[config.mk]
export PLATFORM = sky130hd
export DESIGN_NAME = mpu_tc_idle_clock_gating
export DESIGN_NICKNAME = d
export VERILOG_FILES = /design/src/hdl/idle_clock_pkg.sv /design/src/hdl/mpu_tc_idle_clock_gating.sv
export SDC_FILE = /design/constraint.sdc
export NUM_CORES = 1
export LEC_CHECK = 0
export ABC_AREA = 1
export BUFFER_PORTS_ARGS = -buffer_cell sky130_fd_sc_hd__clkbuf_2
export CORE_ASPECT_RATIO = 2
export CORE_MARGIN = 2
export CORE_UTILIZATION = 36
export CTS_CLUSTER_DIAMETER = 120
export CTS_CLUSTER_SIZE = 20
export DETAILED_ROUTE_END_ITERATION = 12
export GPL_TIMING_DRIVEN = 1
export PLACE_DENSITY = 0.72
export SLEW_MARGIN = 20
export SYNTH_ARGS = -nofsm -noshare
export SYNTH_HDL_FRONTEND = slang
export SYNTH_SLANG_ARGS = --single-unit
[constraint.sdc]
create_clock -name clk_i -period 1.1 [get_ports clk_i]
set_input_delay 0.11 -clock clk_i [delete_from_list [all_inputs] [get_ports clk_i]]
set_output_delay 0.11 -clock clk_i [all_outputs]
set_load 0.01 [all_outputs]
[src/hdl/idle_clock_pkg.sv]
package idle_clock_pkg;

  // Register map
  localparam logic [31:0] IDLE_ENTRY_CTRL1_ADDR = 32'hfffece04;
  localparam logic [31:0] IDLE_ENTRY_CTRL1_RST = 32'h0000_00cc;

  // Field positions in mpu_idle_entry_ctrl1
  localparam int PERIPH_IDLE_GATE_BIT = 0;
  localparam int DMA_ACTIVITY_MODE_BIT = 1;
  localparam int DISPLAY_CLK_EN_BIT = 2;
  localparam int HOST_PORT_CLK_EN_BIT = 3;
  localparam int PLL_IDLE_PERMIT_BIT = 4;
  localparam int PERIPH_IDLE_CLK_EN_BIT = 6;
  localparam int PERIPH_REF_CLK_EN_BIT = 7;
  localparam int CORE_SLEEP_REQUEST_BIT = 11;
  localparam logic [31:0] CTRL1_WRITABLE_MASK = 32'h0000_08df;

  // Timing: sleep request latency and least acknowledge time
  localparam int SYS_CLK_MHZ = 25;
  localparam int REF_CLK_MHZ = 12;
  localparam int REQ_REF_CYCLES = 4;
  localparam int REQ_CORE_CYCLES = 2;
  localparam int ACK_MIN_CORE_CYCLES = 3;
  localparam int REQ_LAT_CYCLES =
    (REQ_REF_CYCLES * SYS_CLK_MHZ + REF_CLK_MHZ - 1) / REF_CLK_MHZ
    + REQ_CORE_CYCLES;
  localparam logic [3:0] REQ_LAT_CNT = 4'(REQ_LAT_CYCLES);
  localparam logic [3:0] ACK_MIN_CNT = 4'(ACK_MIN_CORE_CYCLES);

  typedef enum logic [1:0] {
    CORE_RUN,
    CORE_REQ_DELAY,
    CORE_REQ_WAIT_ACK,
    CORE_ASLEEP
  } core_state_t;

  // Activity and status coming from the rest of the chip
  typedef struct packed {
    logic core_irq;
    logic dsp_irq;
    logic dsp_global_idle;
    logic dsp_pll_idle;
    logic dma_req;
    logic dma_active;
    logic local_bus_active;
    logic post_write_queued;
    logic mem_txn_done;
    logic sdram_self_refresh;
    logic pll_out_clk_a_stoppable;
    logic pll_out_clk_b_stoppable;
    logic pll_out_clk_c_stoppable;
  } activity_t;

  // Clock gate enables, high = clock runs
  typedef struct packed {
    logic core_clk;
    logic sys_dma_clk;
    logic traffic_ctrl_clk;
    logic sdram_clk_gate;
    logic periph_bridge_clk;
    logic display_clk;
    logic host_port_clk;
    logic periph_idle_clk;
    logic periph_ref_clk;
  } clk_gates_t;

endpackage

[src/hdl/mpu_tc_idle_clock_gating.sv]
`timescale 1ns/1ps
`default_nettype none

// How it works
// Acknowledge after wait-for-interrupt stops the core clock, no request.
// Wait-for-interrupt path needs no delay; acknowledge alone enters idle.
// A core interrupt wakes the sleeping core and restarts its clock; a DSP interrupt does not.
// Writing bit 11 of the control register raises a sleep request.
// Request reaches core after four reference plus two core cycles.
// Acknowledge accepted only three or more cycles after request issued.
// Software must stall six read strobes before idling; core does not check that.
// Processor PLL idles when all its clock users are stopped.
// PLL idle needs permit, DSP idle, core idle, no traffic, no interrupt.
// Peripherals get an idle-gated and a reference clock, both enabled.
// DMA clock runs on transfer activity or stops only at core idle.
// Traffic clock stops when both PLLs idle, no DMA, memory done.
// SDRAM clock gate off only in self-refresh with no local bus.
// Bridge clock stops when core idle and no DMA transfer.
// Display clock follows traffic idle and its own enable bit.
// Host port clock is stopped only by its enable bit.
// Software finishes transfers and stops domains before traffic idle.
// Traffic clock restarts on interrupt, DMA request or bus activity.
// With permit set, PLL idles only when no output clock is in use and the R9 conditions hold.
// Stoppable indications from each clock generator decide PLL idle.
// Core clock restarts on enabled interrupt or on reset.
// Request holds until wake; core clock gated only after acknowledge.
module mpu_tc_idle_clock_gating (
  input wire logic clk_i,
  input wire logic rst_n_i,
  input wire logic reg_sel_i,
  input wire logic reg_wr_i,
  input wire logic [31:0] reg_addr_i,
  input wire logic [31:0] reg_wdata_i,
  output logic [31:0] reg_rdata_o,
  input wire logic core_sleep_ack_i,
  input wire idle_clock_pkg::activity_t act_i,
  output logic core_sleep_req_o,
  output logic processor_pll_idle_o,
  output logic traffic_ctrl_idle_o,
  output var idle_clock_pkg::clk_gates_t gates_o
);
  import idle_clock_pkg::*;

  logic rst_sync1_ff;
  logic rst_sync2_ff;
  logic rst_n;
  logic [31:0] ctrl_ff;
  logic [31:0] nxt_ctrl;
  core_state_t state_ff;
  core_state_t nxt_state;
  logic [3:0] cnt_ff;
  logic [3:0] nxt_cnt;
  logic req_ff;
  logic pll_idle_ff;
  logic tc_idle_ff;
  logic [31:0] rdata_ff;
  logic hit;
  logic wr_hit;
  logic wake;
  logic core_idle;
  logic periph_idle_clk;
  logic tc_wake;
  logic pll_can_idle;
  logic tc_can_idle;
  logic core_clk_on_ff;
  logic dma_clk_on_ff;
  logic tc_clk_on_ff;
  logic sdram_clk_on_ff;
  logic bridge_clk_on_ff;
  logic display_clk_on_ff;
  logic host_clk_on_ff;
  logic periph_idle_on_ff;
  logic periph_ref_on_ff;

  // One step of the sleep sequencing counters
  function automatic logic [3:0] count_up(input logic [3:0] value);
    count_up = value + 4'h1;
  endfunction

  // Clocks that stop with the core run unless it is asleep next
  function automatic logic runs_after(input core_state_t state);
    runs_after = (state != CORE_ASLEEP);
  endfunction

  // Reset release synchroniser
  always_ff @(posedge clk_i or negedge rst_n_i) begin
    if (!rst_n_i) begin
      rst_sync1_ff <= 1'b0;
      rst_sync2_ff <= 1'b0;
    end else begin
      rst_sync1_ff <= 1'b1;
      rst_sync2_ff <= rst_sync1_ff;
    end
  end
  assign rst_n = rst_sync2_ff;

  assign hit = reg_sel_i && (reg_addr_i == IDLE_ENTRY_CTRL1_ADDR);
  assign wr_hit = hit && reg_wr_i;
  assign wake = act_i.core_irq;
  assign core_idle = (state_ff == CORE_ASLEEP);

  // Control register; hardware clears the request bit on wake from sleep,
  // a software set in the same cycle wins over that clear
  always_comb begin
    nxt_ctrl = ctrl_ff;
    if (wake && core_idle) begin
      nxt_ctrl[CORE_SLEEP_REQUEST_BIT] = 1'b0;
    end
    if (wr_hit) begin
      nxt_ctrl = reg_wdata_i & CTRL1_WRITABLE_MASK;
    end
  end

  always_ff @(posedge clk_i or negedge rst_n) begin
    if (!rst_n) begin
      ctrl_ff <= IDLE_ENTRY_CTRL1_RST;
    end else begin
      ctrl_ff <= nxt_ctrl;
    end
  end

  // Read path; unmapped addresses read as zero
  always_ff @(posedge clk_i or negedge rst_n) begin
    if (!rst_n) begin
      rdata_ff <= 32'h0000_0000;
    end else if (hit && !reg_wr_i) begin
      rdata_ff <= ctrl_ff;
    end else if (reg_sel_i && !reg_wr_i) begin
      rdata_ff <= 32'h0000_0000;
    end
  end
  assign reg_rdata_o = rdata_ff;

  // Core sleep sequencing
  always_comb begin
    nxt_state = state_ff;
    nxt_cnt = cnt_ff;
    case (state_ff)
      CORE_RUN: begin
        nxt_cnt = 4'h0;
        if (core_sleep_ack_i && !wake) begin
          nxt_state = CORE_ASLEEP;
        end else if (ctrl_ff[CORE_SLEEP_REQUEST_BIT]) begin
          nxt_state = CORE_REQ_DELAY;
        end
      end
      CORE_REQ_DELAY: begin
        nxt_cnt = count_up(cnt_ff);
        if (!ctrl_ff[CORE_SLEEP_REQUEST_BIT]) begin
          nxt_state = CORE_RUN;
        end else if (cnt_ff == REQ_LAT_CNT - 4'h1) begin
          nxt_state = CORE_REQ_WAIT_ACK;
          nxt_cnt = 4'h0;
        end
      end
      CORE_REQ_WAIT_ACK: begin
        if (cnt_ff != ACK_MIN_CNT) begin
          nxt_cnt = count_up(cnt_ff);
        end
        if (wake) begin
          nxt_state = CORE_RUN;
        end else if (core_sleep_ack_i && cnt_ff == ACK_MIN_CNT) begin
          nxt_state = CORE_ASLEEP;
        end
      end
      CORE_ASLEEP: begin
        if (wake) begin
          nxt_state = CORE_RUN;
        end
      end
      default: begin
        nxt_state = CORE_RUN;
      end
    endcase
  end

  always_ff @(posedge clk_i or negedge rst_n) begin
    if (!rst_n) begin
      state_ff <= CORE_RUN;
      cnt_ff <= 4'h0;
    end else begin
      state_ff <= nxt_state;
      cnt_ff <= nxt_cnt;
    end
  end

  // Request stays up from the end of the latency until wake
  always_ff @(posedge clk_i or negedge rst_n) begin
    if (!rst_n) begin
      req_ff <= 1'b0;
    end else begin
      req_ff <= (nxt_state == CORE_REQ_WAIT_ACK)
                || (nxt_state == CORE_ASLEEP
                    && ctrl_ff[CORE_SLEEP_REQUEST_BIT]);
    end
  end
  assign core_sleep_req_o = req_ff;

  // Idle-gated peripheral clock
  assign periph_idle_clk = ctrl_ff[PERIPH_IDLE_CLK_EN_BIT]
    && !(core_idle && ctrl_ff[PERIPH_IDLE_GATE_BIT]);

  // Processor PLL idle decision
  assign pll_can_idle = ctrl_ff[PLL_IDLE_PERMIT_BIT]
    && act_i.dsp_global_idle
    && core_idle
    && !act_i.dma_active
    && !act_i.local_bus_active
    && !act_i.post_write_queued
    && !periph_idle_clk
    && !act_i.core_irq
    && !act_i.dsp_irq
    && act_i.pll_out_clk_a_stoppable
    && act_i.pll_out_clk_b_stoppable
    && act_i.pll_out_clk_c_stoppable;

  always_ff @(posedge clk_i or negedge rst_n) begin
    if (!rst_n) begin
      pll_idle_ff <= 1'b0;
    end else begin
      pll_idle_ff <= pll_can_idle;
    end
  end
  assign processor_pll_idle_o = pll_idle_ff;

  // Traffic controller idle; wake takes priority over entry
  assign tc_wake = act_i.core_irq || act_i.dsp_irq
    || act_i.dma_req || act_i.local_bus_active
    || act_i.dma_active;
  assign tc_can_idle = pll_idle_ff && act_i.dsp_pll_idle
    && !act_i.dma_active && act_i.mem_txn_done
    && act_i.sdram_self_refresh && !act_i.local_bus_active;

  always_ff @(posedge clk_i or negedge rst_n) begin
    if (!rst_n) begin
      tc_idle_ff <= 1'b0;
    end else if (tc_wake) begin
      tc_idle_ff <= 1'b0;
    end else if (tc_can_idle) begin
      tc_idle_ff <= 1'b1;
    end
  end
  assign traffic_ctrl_idle_o = tc_idle_ff;

  // Core clock stops as the asleep state is entered
  always_ff @(posedge clk_i or negedge rst_n) begin
    if (!rst_n) begin
      core_clk_on_ff <= 1'b0;
    end else begin
      core_clk_on_ff <= runs_after(nxt_state);
    end
  end

  // DMA clock follows transfers, or stops only with the core
  always_ff @(posedge clk_i or negedge rst_n) begin
    if (!rst_n) begin
      dma_clk_on_ff <= 1'b0;
    end else if (ctrl_ff[DMA_ACTIVITY_MODE_BIT]) begin
      dma_clk_on_ff <= act_i.dma_active || act_i.dma_req;
    end else begin
      dma_clk_on_ff <= runs_after(nxt_state);
    end
  end

  // Traffic and SDRAM clocks stop together with traffic idle
  always_ff @(posedge clk_i or negedge rst_n) begin
    if (!rst_n) begin
      tc_clk_on_ff <= 1'b0;
    end else begin
      tc_clk_on_ff <= !tc_idle_ff;
    end
  end

  always_ff @(posedge clk_i or negedge rst_n) begin
    if (!rst_n) begin
      sdram_clk_on_ff <= 1'b0;
    end else begin
      sdram_clk_on_ff <= !tc_idle_ff;
    end
  end

  always_ff @(posedge clk_i or negedge rst_n) begin
    if (!rst_n) begin
      bridge_clk_on_ff <= 1'b0;
    end else begin
      bridge_clk_on_ff <= !(core_idle && !act_i.dma_active);
    end
  end

  always_ff @(posedge clk_i or negedge rst_n) begin
    if (!rst_n) begin
      display_clk_on_ff <= 1'b0;
    end else begin
      display_clk_on_ff <= ctrl_ff[DISPLAY_CLK_EN_BIT]
        && !tc_idle_ff;
    end
  end

  // Host port clock obeys only its enable bit
  always_ff @(posedge clk_i or negedge rst_n) begin
    if (!rst_n) begin
      host_clk_on_ff <= 1'b0;
    end else begin
      host_clk_on_ff <= ctrl_ff[HOST_PORT_CLK_EN_BIT];
    end
  end

  always_ff @(posedge clk_i or negedge rst_n) begin
    if (!rst_n) begin
      periph_idle_on_ff <= 1'b0;
    end else begin
      periph_idle_on_ff <= periph_idle_clk;
    end
  end

  always_ff @(posedge clk_i or negedge rst_n) begin
    if (!rst_n) begin
      periph_ref_on_ff <= 1'b0;
    end else begin
      periph_ref_on_ff <= ctrl_ff[PERIPH_REF_CLK_EN_BIT];
    end
  end

  // Gate bundle driven straight from the flip-flops above
  always_comb begin
    gates_o.core_clk = core_clk_on_ff;
    gates_o.sys_dma_clk = dma_clk_on_ff;
    gates_o.traffic_ctrl_clk = tc_clk_on_ff;
    gates_o.sdram_clk_gate = sdram_clk_on_ff;
    gates_o.periph_bridge_clk = bridge_clk_on_ff;
    gates_o.display_clk = display_clk_on_ff;
    gates_o.host_port_clk = host_clk_on_ff;
    gates_o.periph_idle_clk = periph_idle_on_ff;
    gates_o.periph_ref_clk = periph_ref_on_ff;
  end

endmodule

`default_nettype wire

==> impl_results.md <==
* Post-Place Setup Slack at -0.3941 ns
* Post-DRT Antenna Nets at 0
* Post-synth EDFFs at 0
* Max-cap violations at 0
* H-Tree Level Count at 2
* Hold Vio Cnt, Final at 0
* Setup WS post-layout at -0.3630 ns
* Syn_area_per_cell at 8.423 um^2
* Highest Clock Rate at 683.5 MHz
* Critical Path Fanout Max at 3
* Post-synthesis sequential area ratio at 43.75%
* Crit path launch type: register
* Worst-path cell chain: inv_2 -> buf_4 -> buf_4 -> nor2_1 -> a21oi_2 -> nand2_1 -> nand2_2 -> o21ai_2 -> inv_1
* Synth Warn # at 0
* Hold Path Sink: ctrl_ff[3]$_DFFE_PN1P_
* GRT overflow at 0
* All-Layer GR Usage at 16.61%
* Tmin final at 1.463 ns
* DRC viols at 0
* Async set-reset flop share out of synthesis at 100.0%
* Commonest non-fill, non-tap cell in the layout: clkbuf_2
* Per-cell routed wire length at 13.04 um
* Worst r2r src: state_ff[0]$_DFF_PN0_
* GPL Wtd Cong at 0.8045
* DP Cell Count at 382
* Die Height at 109.8 um
* DR iter-0 viols at 47
* Hpwl dp at 3979 um
* Area of the core at 5420 um^2
* Cells on worst reg2reg path at 9
* Mapped Area at 2013 um^2
* Post-synth cell types at 29
* Register Area at 880.8 um^2
* RSZ-0062 raised after global routing: true
* PwrDens at 1605 nW/um^2
* Clock slew at reported path FFs at 0.07 ns
* Leak at 1.567 nW
* Die X at 56.88 um
* Worst VDD drop at 999.2 uV
* Commonest non-fill, non-tap cells in the layout: clkbuf_2, nand2_1, dfrtp_1, conb_1, buf_4
* Setup Skew at 0.003948 ns
* Vias per cell at 4.687
* Initial Util at 37.14%
* Worst Hold Class: primary input to register
* Final setup viols at 13
* Hold_sp: reg_wdata_i[3]
* Clk root buf: clkbuf_8
* Most frequent CP cell: buf_4
* Ports at 126
* Critical Path Stages at 9
* CP required at 1.28 ns
* Outcome: finished, violations left
* Final hold slack at 0.01984 ns
* Top_reg_cell synth: dfrtp_1
* Critical path class: register to register
* DRT Pass-1 Iters at 4
* Slowest CP cell: dfrtp_1
* # nets final at 426
* Reg-to-reg slack, setup at -0.36 ns
* TritonCTS clock tree: yes
* Count of final max-slew check failures at 0
* Critical path's largest stage delay at 0.41 ns
* Ant diodes at 0
* Filler instances at 519
* Failing checks: negative setup slack
* Vias in the first global route at 1829
* Largest net degree at the start of global routing at 34
* Global-route wire length before repair at 7997 um
* Clock Latency Late Sink at 0.29 ns
* Hold Path Depth at 3
* Share of cells above drive strength 1 at 46.31%
* Clk buf depth at 2
* Routed vias at 1870
* Num Clock Sinks at 35
* Period Utilization, post-route at 133.0%
* Post-Route WL at 5204 um
* Initial antenna violation count at 0
* Synthesized flop and latch total at 35
* Area Overhead vs Synth at 38.72%
* CP Buf/Inv Count at 4
* Crit path max-delay family: flip-flops
* Post-route insts no fill at 399
* # rows at 38
* Crit. End Element: register
* Worst path arrival time at 1.64 ns
* Die area at 6243 um^2
* Capturing point of the worst reg2reg path: core_sleep_req_o$_DFF_PN0_
* I/O Buffers at 77
* Multi-input gate area at 968.4 um^2
* Inserted Clock Buffers at 5
* Syn Inst Count at 239
## worst register-to-register path, stage by stage (launching register included)
cell,delay (ns)
dfrtp_1,0.41
inv_2,0.08
buf_4,0.14
buf_4,0.13
nor2_1,0.15
a21oi_2,0.07
nand2_1,0.08
nand2_2,0.07
o21ai_2,0.17
inv_1,0.06
## synthesized netlist by cell type (2+ instances only)
library cell  number  area share, %
a21boi_0           2           0.75
a21oi_1            4           0.99
buf_4             33             12
buf_6              3            1.7
conb_1             2           0.37
dfrtp_1           31             39
dfstp_2            4            5.2
ha_1               6            3.7
inv_1             28            5.2
nand2_1           62             12
nand3_1            4           0.99
nand4_1           21            6.5
nor2_1            15            2.8
nor2_2             2           0.62
nor3_1             2           0.50
nor3_4             2            1.6
o21ai_0            6            1.5
## how the worst max path moves through the flow
stage	endpoint	start
6_report	core_sleep_req_o$_DFF_PN0_	state_ff[0]$_DFF_PN0_
5_1_grt	dma_clk_on_ff$_DFF_PN0_	state_ff[0]$_DFF_PN0_
4_1_cts	core_sleep_req_o$_DFF_PN0_	state_ff[0]$_DFF_PN0_
3_5_place_dp	core_sleep_req_o$_DFF_PN0_	state_ff[0]$_DFF_PN0_
3_3_place_gp	core_sleep_req_o$_DFF_PN0_	state_ff[1]$_DFF_PN0_
2_1_floorplan	dma_clk_on_ff$_DFF_PN0_	state_ff[0]$_DFF_PN0_
## repair_timing
action                                 CTS  global route
buffers inserted                         7             3
resized for setup                       19            12
setup endpoints to repair               12            12
cloned                                   0             0
endpoints found under the hold margin    2             0
pin swaps                               14             8
hold buffers                             1             0
## cell families (layout without fill, tap and decap cells)
group,after synthesis,count (layout),share of synthesized area (%)
buf+inv,65,142,19.39
xor+xnor,1,1,0.4351
other cells,2,25,0.3730
flops,35,35,43.75
fa+ha+maj,6,6,3.729
simple gates,115,115,28.03
compound gates,15,15,4.289
## per-layer routing
metal	global-route usage [%]	share of wire, %
met5	0	0
met4	7.475	2.3
met3	3.059	5.6
met2	33.09	58
met1	15.72	34
## per-stage QoR
step	setup TNS [ns]	area [um^2]	util [%]	power, W
6_report	-3.135	2793	51.52	0.004482
5_1_grt	-3.958	2793	51.52	0.004749
4_1_cts	-2.607	2738	50.51	0.004263
3_5_place_dp	-3.529	2497	46.08	0.002797
3_3_place_gp	-2.736	2497	46.08	0.002761
2_1_floorplan	-1.316	2138	-	0.002324
## sequential cells by signal, indices dropped and copies added, names as in the netlist, 2 cells and up
register,flops
ctrl_ff,8
state_ff,2
reg_rdata_o,8
cnt_ff,4
## power breakdown
| part | switching, W | internal, W |
|---|---|---|
| Clock | 0.000461 | 0.000733 |
| Sequential | 0.000110 | 0.00140 |
| Combinational | 0.000941 | 0.000832 |
| Total | 0.00151 | 0.00297 |
## area by class of cell
cell class / count / area share [%]
clock buffer: 6 / 2.957
sequential: 35 / 31.54
timing repair buffer: 105 / 22.89
multi-input combinational: 162 / 34.68
inverter: 29 / 3.987
clock inverter: 2 / 1.254
tap: 60 / 2.688
Note: power is estimated with default switching activity, not from simulation.
